$ cat src/logic/standby_pkg.sv
package standby_pkg;

  // ************************************************************
  // register map and field layout
  // ************************************************************
  localparam logic [7:0] STANDBY_CONTROL_OFFSET = 8'h00;
  localparam logic [7:0] STANDBY_STATUS_OFFSET = 8'h04;
  localparam int SLEEP_TARGET_SELECT_BIT = 7;
  localparam int STANDBY_OUTPUT_HOLD_BIT = 6;
  localparam int WAKE_WAIT_SEL_LSB = 0;
  localparam int WAKE_WAIT_SEL_W = 4;
  localparam logic [7:0] STANDBY_CONTROL_RESET = 8'h4f;
  localparam logic [7:0] STANDBY_CONTROL_WMASK = 8'hcf;

  // ************************************************************
  // wake wait counts, in clock states
  // ************************************************************
  localparam int WAIT_CNT_W = 20;
  localparam logic [WAIT_CNT_W-1:0] WAIT_STATES_0101 = 20'h00040;
  localparam logic [WAIT_CNT_W-1:0] WAIT_STATES_0110 = 20'h00200;
  localparam logic [WAIT_CNT_W-1:0] WAIT_STATES_0111 = 20'h00400;
  localparam logic [WAIT_CNT_W-1:0] WAIT_STATES_1000 = 20'h00800;
  localparam logic [WAIT_CNT_W-1:0] WAIT_STATES_1001 = 20'h01000;
  localparam logic [3:0] WAIT_CODE_LOW_MAX = 4'h4;

  // ************************************************************
  // modes and carriers
  // ************************************************************
  typedef enum logic [1:0] {
    MODE_RUN,
    MODE_SLEEP,
    MODE_STANDBY,
    MODE_WAKE_WAIT
  } pmode_e;

  typedef struct packed {
    logic cpu_halt;
    logic periph_halt;
    logic osc_stop;
    logic bus_oe;
    logic bus_hold;
  } pwr_ctl_s;

endpackage

$ cat src/logic/standby_mode_control.sv
`timescale 1ns/1ps
module standby_mode_control #(
  parameter logic [19:0] WAIT_STATES_1010 = 20'h04000,
  parameter logic [19:0] WAIT_STATES_1011 = 20'h08000,
  parameter logic [19:0] WAIT_STATES_1100 = 20'h10000,
  parameter logic [19:0] WAIT_STATES_1101 = 20'h20000,
  parameter logic [19:0] WAIT_STATES_1110 = 20'h40000,
  parameter logic [19:0] WAIT_STATES_1111 = 20'h80000
) (
  input wire logic MCLK,
  input wire logic RST,
  input wire logic PSEL,
  input wire logic PENABLE,
  input wire logic PWRITE,
  input wire logic [7:0] PADDR,
  input wire logic [31:0] PWDATA,
  output logic [31:0] PRDATA,
  output logic PREADY,
  output logic PSLVERR,
  input wire logic SLEEP_EXEC,
  input wire logic IRQ_PEND,
  input wire logic EXT_WAKE,
  output standby_pkg::pwr_ctl_s PWR_CTL,
  output standby_pkg::pmode_e MODE
);
  import standby_pkg::*;

  // ************************************************************
  // state
  // ************************************************************
  typedef struct packed {
    logic [7:0] ctrl;
    pmode_e mode;
    logic [31:0] rdata;
    logic wake_meta;
    logic wake_sync;
    pwr_ctl_s pwr;
  } top_state_s;

  top_state_s st_reg;
  top_state_s st_next;
  // handshake and decode nets, all on MCLK
  logic wait_load;
  logic wait_busy;
  logic wait_done;
  logic [WAIT_CNT_W-1:0] wait_states;
  logic apb_setup;
  logic apb_write;
  logic addr_ok;

  // ************************************************************
  // wake wait decode
  // ************************************************************
  // prohibited low codes fall back to the longest wait so a bad setting
  // errs on the side of a settled clock rather than a glitching one
  always_comb begin
    case (st_reg.ctrl[WAKE_WAIT_SEL_LSB +: WAKE_WAIT_SEL_W])
      4'h5: wait_states = WAIT_STATES_0101;
      4'h6: wait_states = WAIT_STATES_0110;
      4'h7: wait_states = WAIT_STATES_0111;
      4'h8: wait_states = WAIT_STATES_1000;
      4'h9: wait_states = WAIT_STATES_1001;
      4'ha: wait_states = WAIT_STATES_1010;
      4'hb: wait_states = WAIT_STATES_1011;
      4'hc: wait_states = WAIT_STATES_1100;
      4'hd: wait_states = WAIT_STATES_1101;
      4'he: wait_states = WAIT_STATES_1110;
      4'hf: wait_states = WAIT_STATES_1111;
      default: wait_states = WAIT_STATES_1111; // guards codes the software must avoid
    endcase
  end

  // ************************************************************
  // apb decode
  // ************************************************************
  // zero wait state slave: every access completes in its first access cycle
  always_comb begin
    apb_setup = PSEL && !PENABLE;
    apb_write = PSEL && PENABLE && PWRITE;
    if (PADDR == STANDBY_CONTROL_OFFSET) begin
      addr_ok = 1'b1;
    end else if (PADDR == STANDBY_STATUS_OFFSET) begin
      addr_ok = 1'b1;
    end else begin
      addr_ok = 1'b0;
    end
  end

  // ************************************************************
  // next state
  // ************************************************************
  // one pass works out the next register set from the bus, the wake pin and the mode
  always_comb begin
    st_next = st_reg;
    wait_load = 1'b0;
    // external wake pin through two flops before anything reads it
    st_next.wake_meta = EXT_WAKE;
    st_next.wake_sync = st_reg.wake_meta;

    // register writes; reserved bits are masked to zero
    if (apb_write && PADDR == STANDBY_CONTROL_OFFSET) begin
      st_next.ctrl = PWDATA[7:0] & STANDBY_CONTROL_WMASK;
    end

    // read data captured in the setup cycle so it leaves a flop
    // status is read only: a write to it is dropped without an error
    if (apb_setup) begin
      if (PADDR == STANDBY_CONTROL_OFFSET) begin
        st_next.rdata = {24'h000000, st_reg.ctrl & STANDBY_CONTROL_WMASK};
      end else if (PADDR == STANDBY_STATUS_OFFSET) begin
        st_next.rdata = {29'h00000000, wait_busy, st_reg.mode};
      end else begin
        st_next.rdata = 32'h00000000;
      end
    end

    // power mode sequencing
    case (st_reg.mode)
      MODE_RUN: begin
        // the halt instruction arrives as a one-cycle pulse; the select bit picks the target
        if (SLEEP_EXEC) begin
          if (st_reg.ctrl[SLEEP_TARGET_SELECT_BIT]) begin
            st_next.mode = MODE_STANDBY;
          end else begin
            st_next.mode = MODE_SLEEP;
          end
        end
      end
      MODE_SLEEP: begin
        // the oscillator never stopped, so sleep ends with no settle wait
        if (IRQ_PEND) begin
          st_next.mode = MODE_RUN;
        end
      end
      MODE_STANDBY: begin
        // the select bit is deliberately left alone on wake
        if (st_reg.wake_sync) begin
          st_next.mode = MODE_WAKE_WAIT;
          wait_load = 1'b1;
        end
      end
      MODE_WAKE_WAIT: begin
        if (wait_done) begin
          st_next.mode = MODE_RUN;
        end
      end
      default: begin
        st_next.mode = MODE_RUN;
      end
    endcase

    // outputs registered from the next mode
    st_next.pwr.cpu_halt = (st_next.mode != MODE_RUN);
    st_next.pwr.periph_halt = (st_next.mode == MODE_STANDBY) ||
                              (st_next.mode == MODE_WAKE_WAIT);
    st_next.pwr.osc_stop = (st_next.mode == MODE_STANDBY);
    // float only in standby with the hold bit clear
    st_next.pwr.bus_oe = !((st_next.mode == MODE_STANDBY) &&
                           !st_next.ctrl[STANDBY_OUTPUT_HOLD_BIT]);
    // freeze the last levels in standby with the hold bit set
    st_next.pwr.bus_hold = (st_next.mode == MODE_STANDBY) &&
                           st_next.ctrl[STANDBY_OUTPUT_HOLD_BIT];
  end

  // ************************************************************
  // state register
  // ************************************************************
  always_ff @(posedge MCLK or posedge RST) begin
    if (RST) begin
      st_reg.ctrl <= STANDBY_CONTROL_RESET;
      st_reg.mode <= MODE_RUN;
      st_reg.rdata <= 32'h00000000;
      st_reg.wake_meta <= 1'b0;
      st_reg.wake_sync <= 1'b0;
      st_reg.pwr <= '{cpu_halt: 1'b0, periph_halt: 1'b0, osc_stop: 1'b0, bus_oe: 1'b1, bus_hold: 1'b0};
    end else begin
      st_reg <= st_next;
    end
  end

  // ************************************************************
  // settle counter
  // ************************************************************
  // the oscillator restarts on wake, so counting MCLK states is the settle time
  // the mode steps to run one edge after done, so the cpu is held for the count plus one
  wake_wait_counter #(
    .CNT_W(WAIT_CNT_W)
  ) u_wake_wait (
    .clk(MCLK),
    .rst(RST),
    .load(wait_load),
    .load_val(wait_states),
    .busy(wait_busy),
    .done(wait_done)
  );

  // ************************************************************
  // outputs
  // ************************************************************
  // read data leaves a flop; the slave never stretches a transfer, so ready is constant
  assign PRDATA = st_reg.rdata;
  assign PREADY = 1'b1;

  // unmapped addresses flag an error and change nothing
  assign PSLVERR = PSEL && PENABLE && !addr_ok;

  // power controls and mode come straight from flops, so the pads see no glitches
  assign PWR_CTL = st_reg.pwr;
  assign MODE = st_reg.mode;

endmodule

$ cat src/logic/wake_wait_counter.sv
`timescale 1ns/1ps
module wake_wait_counter #(
  parameter int CNT_W = 20
) (
  input wire logic clk,
  input wire logic rst,
  input wire logic load,
  input wire logic [CNT_W-1:0] load_val,
  output logic busy,
  output logic done
);

  typedef struct packed {
    logic [CNT_W-1:0] cnt;
    logic busy;
    logic done;
  } cnt_state_s;

  cnt_state_s st_reg;
  cnt_state_s st_next;

  // count down one per clock state; done pulses once when the count runs out
  always_comb begin
    st_next = st_reg;
    st_next.done = 1'b0;
    if (load) begin
      st_next.cnt = load_val - CNT_W'(1);
      st_next.busy = 1'b1;
    end else if (st_reg.busy) begin
      if (st_reg.cnt == '0) begin
        st_next.busy = 1'b0;
        st_next.done = 1'b1;
      end else begin
        st_next.cnt = st_reg.cnt - CNT_W'(1);
      end
    end
  end

  // state register
  always_ff @(posedge clk or posedge rst) begin
    if (rst) begin
      st_reg <= '0;
    end else begin
      st_reg <= st_next;
    end
  end

  assign busy = st_reg.busy;
  assign done = st_reg.done;

endmodule

$ cat config.mk
export PLATFORM = sky130hd
export DESIGN_NAME = standby_mode_control
export DESIGN_NICKNAME = d
export VERILOG_FILES = /design/src/logic/standby_pkg.sv /design/src/logic/standby_mode_control.sv /design/src/logic/wake_wait_counter.sv
export SDC_FILE = /design/constraint.sdc
export NUM_CORES = 1
export LEC_CHECK = 0
export ABC_AREA = 1
export BUFFER_PORTS_ARGS = -buffer_cell sky130_fd_sc_hd__buf_2
export CORE_MARGIN = 4
export CORE_UTILIZATION = 50
export CTS_BUF_LIST = sky130_fd_sc_hd__clkbuf_8
export CTS_CLUSTER_DIAMETER = 150
export CTS_CLUSTER_SIZE = 25
export DETAILED_ROUTE_END_ITERATION = 6
export PLACE_DENSITY = 0.78
export SLEW_MARGIN = 20
export SYNTH_ARGS = -nofsm -noshare
export SYNTH_HDL_FRONTEND = slang
export SYNTH_SLANG_ARGS = --single-unit
$ cat constraint.sdc
create_clock -name MCLK -period 1.9 [get_ports MCLK]
set_clock_uncertainty 0.2 [all_clocks]
set_input_delay 0.57 -clock MCLK [delete_from_list [all_inputs] [get_ports MCLK]]
set_output_delay 0.57 -clock MCLK [all_outputs]
set_load 0.01 [all_outputs]
## Word level (Yosys, flattened, before mapping)

Memories as Yosys holds them, arrays and structs flattened.
Cells that the tools add are included.

| storage, ports and cells | value |
|---|---|
| bits in registers | 69 |
| latch bits | 0 |
| bits in writable memories | 0 |
| bits in read-only memories | 176 |
| bits of input ports | 48 |
| output and inout port bits | 41 |
| logic and storage cells | 60 |
| memories | 1 |

Memories:

| name | words | width | read ports | clocked after Yosys merged registers in | write ports | RTL line | RTL |
|---|---|---|---|---|---|---|---|
| (no name shown) | 16 | 11 | 1 | 0 | 0 | standby_mode_control.sv:57 | `case (st_reg.ctrl[WAKE_WAIT_SEL_LSB +: WAKE_WAIT_SEL_W])` |

| cells by class | value |
|---|---|
| add/subtract/negate cells | 2 |
| $mul | 0 |
| div/mod/pow operators | 0 |
| order comparisons | 0 |
| eq/ne operators | 7 |
| shifts and indexed selects | 0 |
| multiplexer cells | 18 |
| bitwise logic cells | 0 |
| reductions and logical operators | 18 |

Operators by type and width:

| operator | number |
|---|---|
| $sub A20 B1 Y20 const B | 2 |
| $mux W22 | 1 |
| $mux W21 | 1 |
| $logic_not A20 Y1 | 1 |
| $mux W20 | 1 |
| $mux W2 | 6 |
| $eq A2 B2 Y1 const B | 4 |
| $eq A8 B3 Y1 const B | 1 |
| $logic_not A8 Y1 | 1 |
| $mux W8 | 1 |
| $pmux W2 S4 | 1 |
| $logic_and A1 B1 Y1 | 7 |
| $mux W7 | 1 |
| $mux W1 | 5 |
| $logic_not A1 Y1 | 4 |
| $reduce_bool A2 Y1 | 2 |
| $mux W3 | 1 |
| $eq A2 B1 Y1 const B | 1 |
| $logic_not A2 Y1 | 1 |
| $ne A2 B1 Y1 const B | 1 |
| $reduce_and A2 Y1 | 1 |
| $logic_or A1 B1 Y1 | 1 |

## Logic depth before layout (Yosys ltp)

| depth | value |
|---|---|
| depth in word-level cells | 7 |
| mapped depth | 10 |

## By module

From an unflattened synthesis, not the netlist that was laid out.

| unflattened totals | value |
|---|---|
| cell total of the unflattened synthesis | 519 |
| area total of the unflattened synthesis | 3380.7 µm² |

By module, submodules not included:

| module | times used | cells an instance | area an instance (µm²) | seq. area each (µm²) |
|---|---|---|---|---|
| wake_wait_counter | 1 | 342 | 1996.9 | 550.5 |
| standby_mode_control | 1 | 177 | 1383.8 | 533.0 |

## Worst setup path before layout

OpenSTA, ideal clock, no wires.

| timing | value |
|---|---|
| path type | input -> output |
| from | in PADDR[5] |
| to | out PSLVERR |
| arrival | 1.065 ns |
| data required time | 1.130 ns |
| slack | 0.065 ns |
| stages | 4 |
| path buffers | 0 |
| cell sequence | nor2_1 nand2_1 nor2_4 nor3_1 |

| on the way | value |
|---|---|
| cells in the longest elaborated chain, start to end | 5 |

Ends and longest elaborated chain:

| item | RTL line | RTL |
|---|---|---|
| start, declared | standby_mode_control.sv:15 | `input wire logic [7:0] PADDR,` |
| $eq A8 B3 Y1 | standby_mode_control.sv:82 | `end else if (PADDR == STANDBY_STATUS_OFFSET) begin` |
| $mux W1 | standby_mode_control.sv:82 |  |
| $mux W1 (*) | standby_mode_control.sv:80 | `if (PADDR == STANDBY_CONTROL_OFFSET) begin` |
| $logic_not A1 Y1 (*) | standby_mode_control.sv:205 | `assign PSLVERR = PSEL && PENABLE && !addr_ok;` |
| $logic_and A1 B1 Y1 (*) | standby_mode_control.sv:205 |  |
| end, declared | standby_mode_control.sv:19 | `output logic PSLVERR,` |

Mark *: on every way between the ends. The rest lies on a longest branch, timed or not.

## Worst setup path in the final report

| timing | value |
|---|---|
| from | in PADDR[6] |
| to | out PSLVERR |

Same word-level chain as after synthesis.

==> impl_metrics.env <==
export IMPL_hold_ws_ns=0.00345
export IMPL_ir_drop_mv=0.495
export IMPL_avgSynthCellArea_um2=7.22
export IMPL_yosys_warnings=0
export IMPL_drt_wl_total_um=6160
export IMPL_regArea_mm2=0.00108
export IMPL_grt_pass1_vias=2250
export IMPL_synth_cell_types=30
export IMPL_drc=0
export IMPL_multiInputGateArea_mm2=0.00144
export IMPL_die_h_um=83.4
export IMPL_timing_final_crit_share_pct=102
export IMPL_hold_viol_final=0
export IMPL_h_tree_depth=2
export IMPL_largest_register_ffs=20
export IMPL_yosysTopAreaCell="dfrtp_1"
export IMPL_r2r_setup_slack_ns=0.12
export IMPL_power_density_mw_per_mm2=1130
export IMPL_io_buffer_count=35
export IMPL_ys_async_sr_fraction_pct=100
export IMPL_clkTransAtPathRegs_ns=0.09
export IMPL_setup_viol=1
export IMPL_synth_seq_area_share_pct=38.1
export IMPL_first_iter_violations=139
export IMPL_num_vias=2479
export IMPL_dieArea_mm2=0.00696
export IMPL_power_w=0.00365
export IMPL_syn2layout_area_growth_pct=13.8
export IMPL_start_util_pct=51.6
export IMPL_slew_headroom_pct=66.6
export IMPL_place_gp_congestion=0.880
export IMPL_synth_edf_count=0
export IMPL_cts_root_buf="clkbuf_8"
export IMPL_overflow=0
export IMPL_hold_path_class="input port to asynchronous set/reset pin"
export IMPL_ys_seq_elements=43
export IMPL_cellLeakagePower_nw=1.64
export IMPL_setup_slack_ns=-0.0397
export IMPL_violations="setup timing"
export IMPL_netlist_area_mm2=0.00284
export IMPL_worst_pin_slew_ns=0.496
export IMPL_outcome="finished with violations"
export IMPL_nFillCells=508
export IMPL_dp_hpwl_um=4630
export IMPL_synthMostInstantiatedCell="nand2_1"
export IMPL_ios=89
export IMPL_maxCapViolations=0
export IMPL_r2r_end="u_wake_wait.st_reg[20]"
export IMPL_row_count=27
export IMPL_rr_startpoint="st_reg[43]"
export IMPL_worstSetupStartpointType="input port"
export IMPL_grt_pass1_wl_um=10100
export IMPL_synth_main_ff_cell="dfrtp_1"
export IMPL_numCtsBuffers=5
export IMPL_insertion_delay_ns=0.30
export IMPL_viasPerCell=4.88
export IMPL_core_mm2=0.00551
export IMPL_worstPathMaxFanout=2
export IMPL_diodes=0
export IMPL_final_max_slew_violation_count=0
export IMPL_grt_util_all_layers_pct=17.6
export IMPL_path_class="input port to output port"
export IMPL_critPathRequiredTime_ns=1.13
export IMPL_grt_max_degree=37
export IMPL_netlist_top_cells_area="dfrtp_1 (33%), nand2_1 (12%), buf_4 (11%)"
export IMPL_reg2reg_depth=10
export IMPL_final_layout_size_suffix_gt1_share_pct=26.4
export IMPL_min_period_ns=1.94
export IMPL_max_freq_mhz=516
export IMPL_cts_tree="yes"
export IMPL_synth_top_area_share_pct=32.6
export IMPL_post_route_util_pct=58.8
export IMPL_cp_end_kind="output port"
export IMPL_clock_path_buffers=2
export IMPL_first_pass_iters=4
export IMPL_worstPathArrival_ns=1.17
export IMPL_syn_inst=394
export IMPL_wl_per_cell_um=12.1
export IMPL_drt_antenna_violating_nets=0
export IMPL_antenna_found_initial=0
export IMPL_rsz0062_at_grt="true"
export IMPL_synthTopCellsByCount="nand2_1 (89), nor2_1 (56), inv_1 (41)"
export IMPL_cts_sinks=43
export IMPL_final_nets=486
export IMPL_die_w_um=83.4
layout by cell type, fill, tap and decap left out, drive strengths merged:
cell and n:
nand3 33, clkinvlp 1, or2 1, dfrtp 37
buf 52, a22oi 1, and3 2, nand4 9
clkbuf 6, o21ai 23, nor2 69, conb 27
nor3 7, xor2 1, nand2 95, a21oi 16
clkinv 1, ha 3, dfstp 6, a211oi 1
inv 45
logic make-up after synthesis:
family / Yosys count / synth area share (%)
buffers and inverters: 88 / 17.6
AOI/OAI and AO/OA: 41 / 8.32
other: 2 / 0.264
and+or+nand+nor: 216 / 34.1
DFF: 43 / 38.1
adders and majority gates: 3 / 1.32
xor gates and xnor gates: 1 / 0.308
cell type report:
type / count / area share, %
Sequential cell: 43 / 33.5
Multi-Input combinational cell: 288 / 44.5
Clock inverter: 2 / 0.503
Inverter: 45 / 5.30
Clock buffer: 6 / 2.55
Tap cell: 72 / 2.78
Timing Repair Buffer: 52 / 10.9
power breakdown:
group	switching (W)	internal (W)	leakage (nW)
clock network	0.000334	0.000297	0.0474
registers	0.000271	0.00120	0.504
logic	0.000954	0.000591	1.09
layer usage:
metal  share of wire (%)  GRT usage (%)  wire (um)
met1                  44           21.9       2710
met2                  48           30.2       2970
met3                 5.2           3.17        323
met4                 2.6           7.02        158
met5                   0              0          0
critical path, stage by stage:
cell and delay [ns]:
buf_6 0.10, nor2_4 0.12, nand2_4 0.08, nor2_4 0.12, nor3_2 0.05, buf_2 0.13
what timing repair did:
action / in CTS / in global routing
setup buffers: 0 / 4
hold buffers: 0 / 0
resized for setup: 10 / 22
pin swaps: 5 / 9
endpoints found under the setup margin: 2 / 17
worst max-delay path by stage:
stage              end     start  slack (ns)
2_1_floorplan  PSLVERR  PADDR[5]        0.06
3_3_place_gp   PSLVERR  PADDR[5]       -0.08
3_5_place_dp   PSLVERR  PADDR[1]       -0.10
4_1_cts        PSLVERR  PADDR[0]       -0.05
5_1_grt        PSLVERR  PADDR[6]       -0.07
6_report       PSLVERR  PADDR[6]       -0.04
stage by stage:
stage	instances	instance area (um^2)	setup WS [ns]	setup TNS, ns
5_1_grt	508	3240	-0.0690	-0.106
2_1_floorplan	419	2940	0.0649	0
4_1_cts	504	3120	-0.0529	-0.0529
3_5_place_dp	496	2990	-0.103	-0.237
3_3_place_gp	496	2990	-0.0823	-0.155
6_report	508	3240	-0.0397	-0.0397
Note: power is estimated with default switching activity, not from simulation.
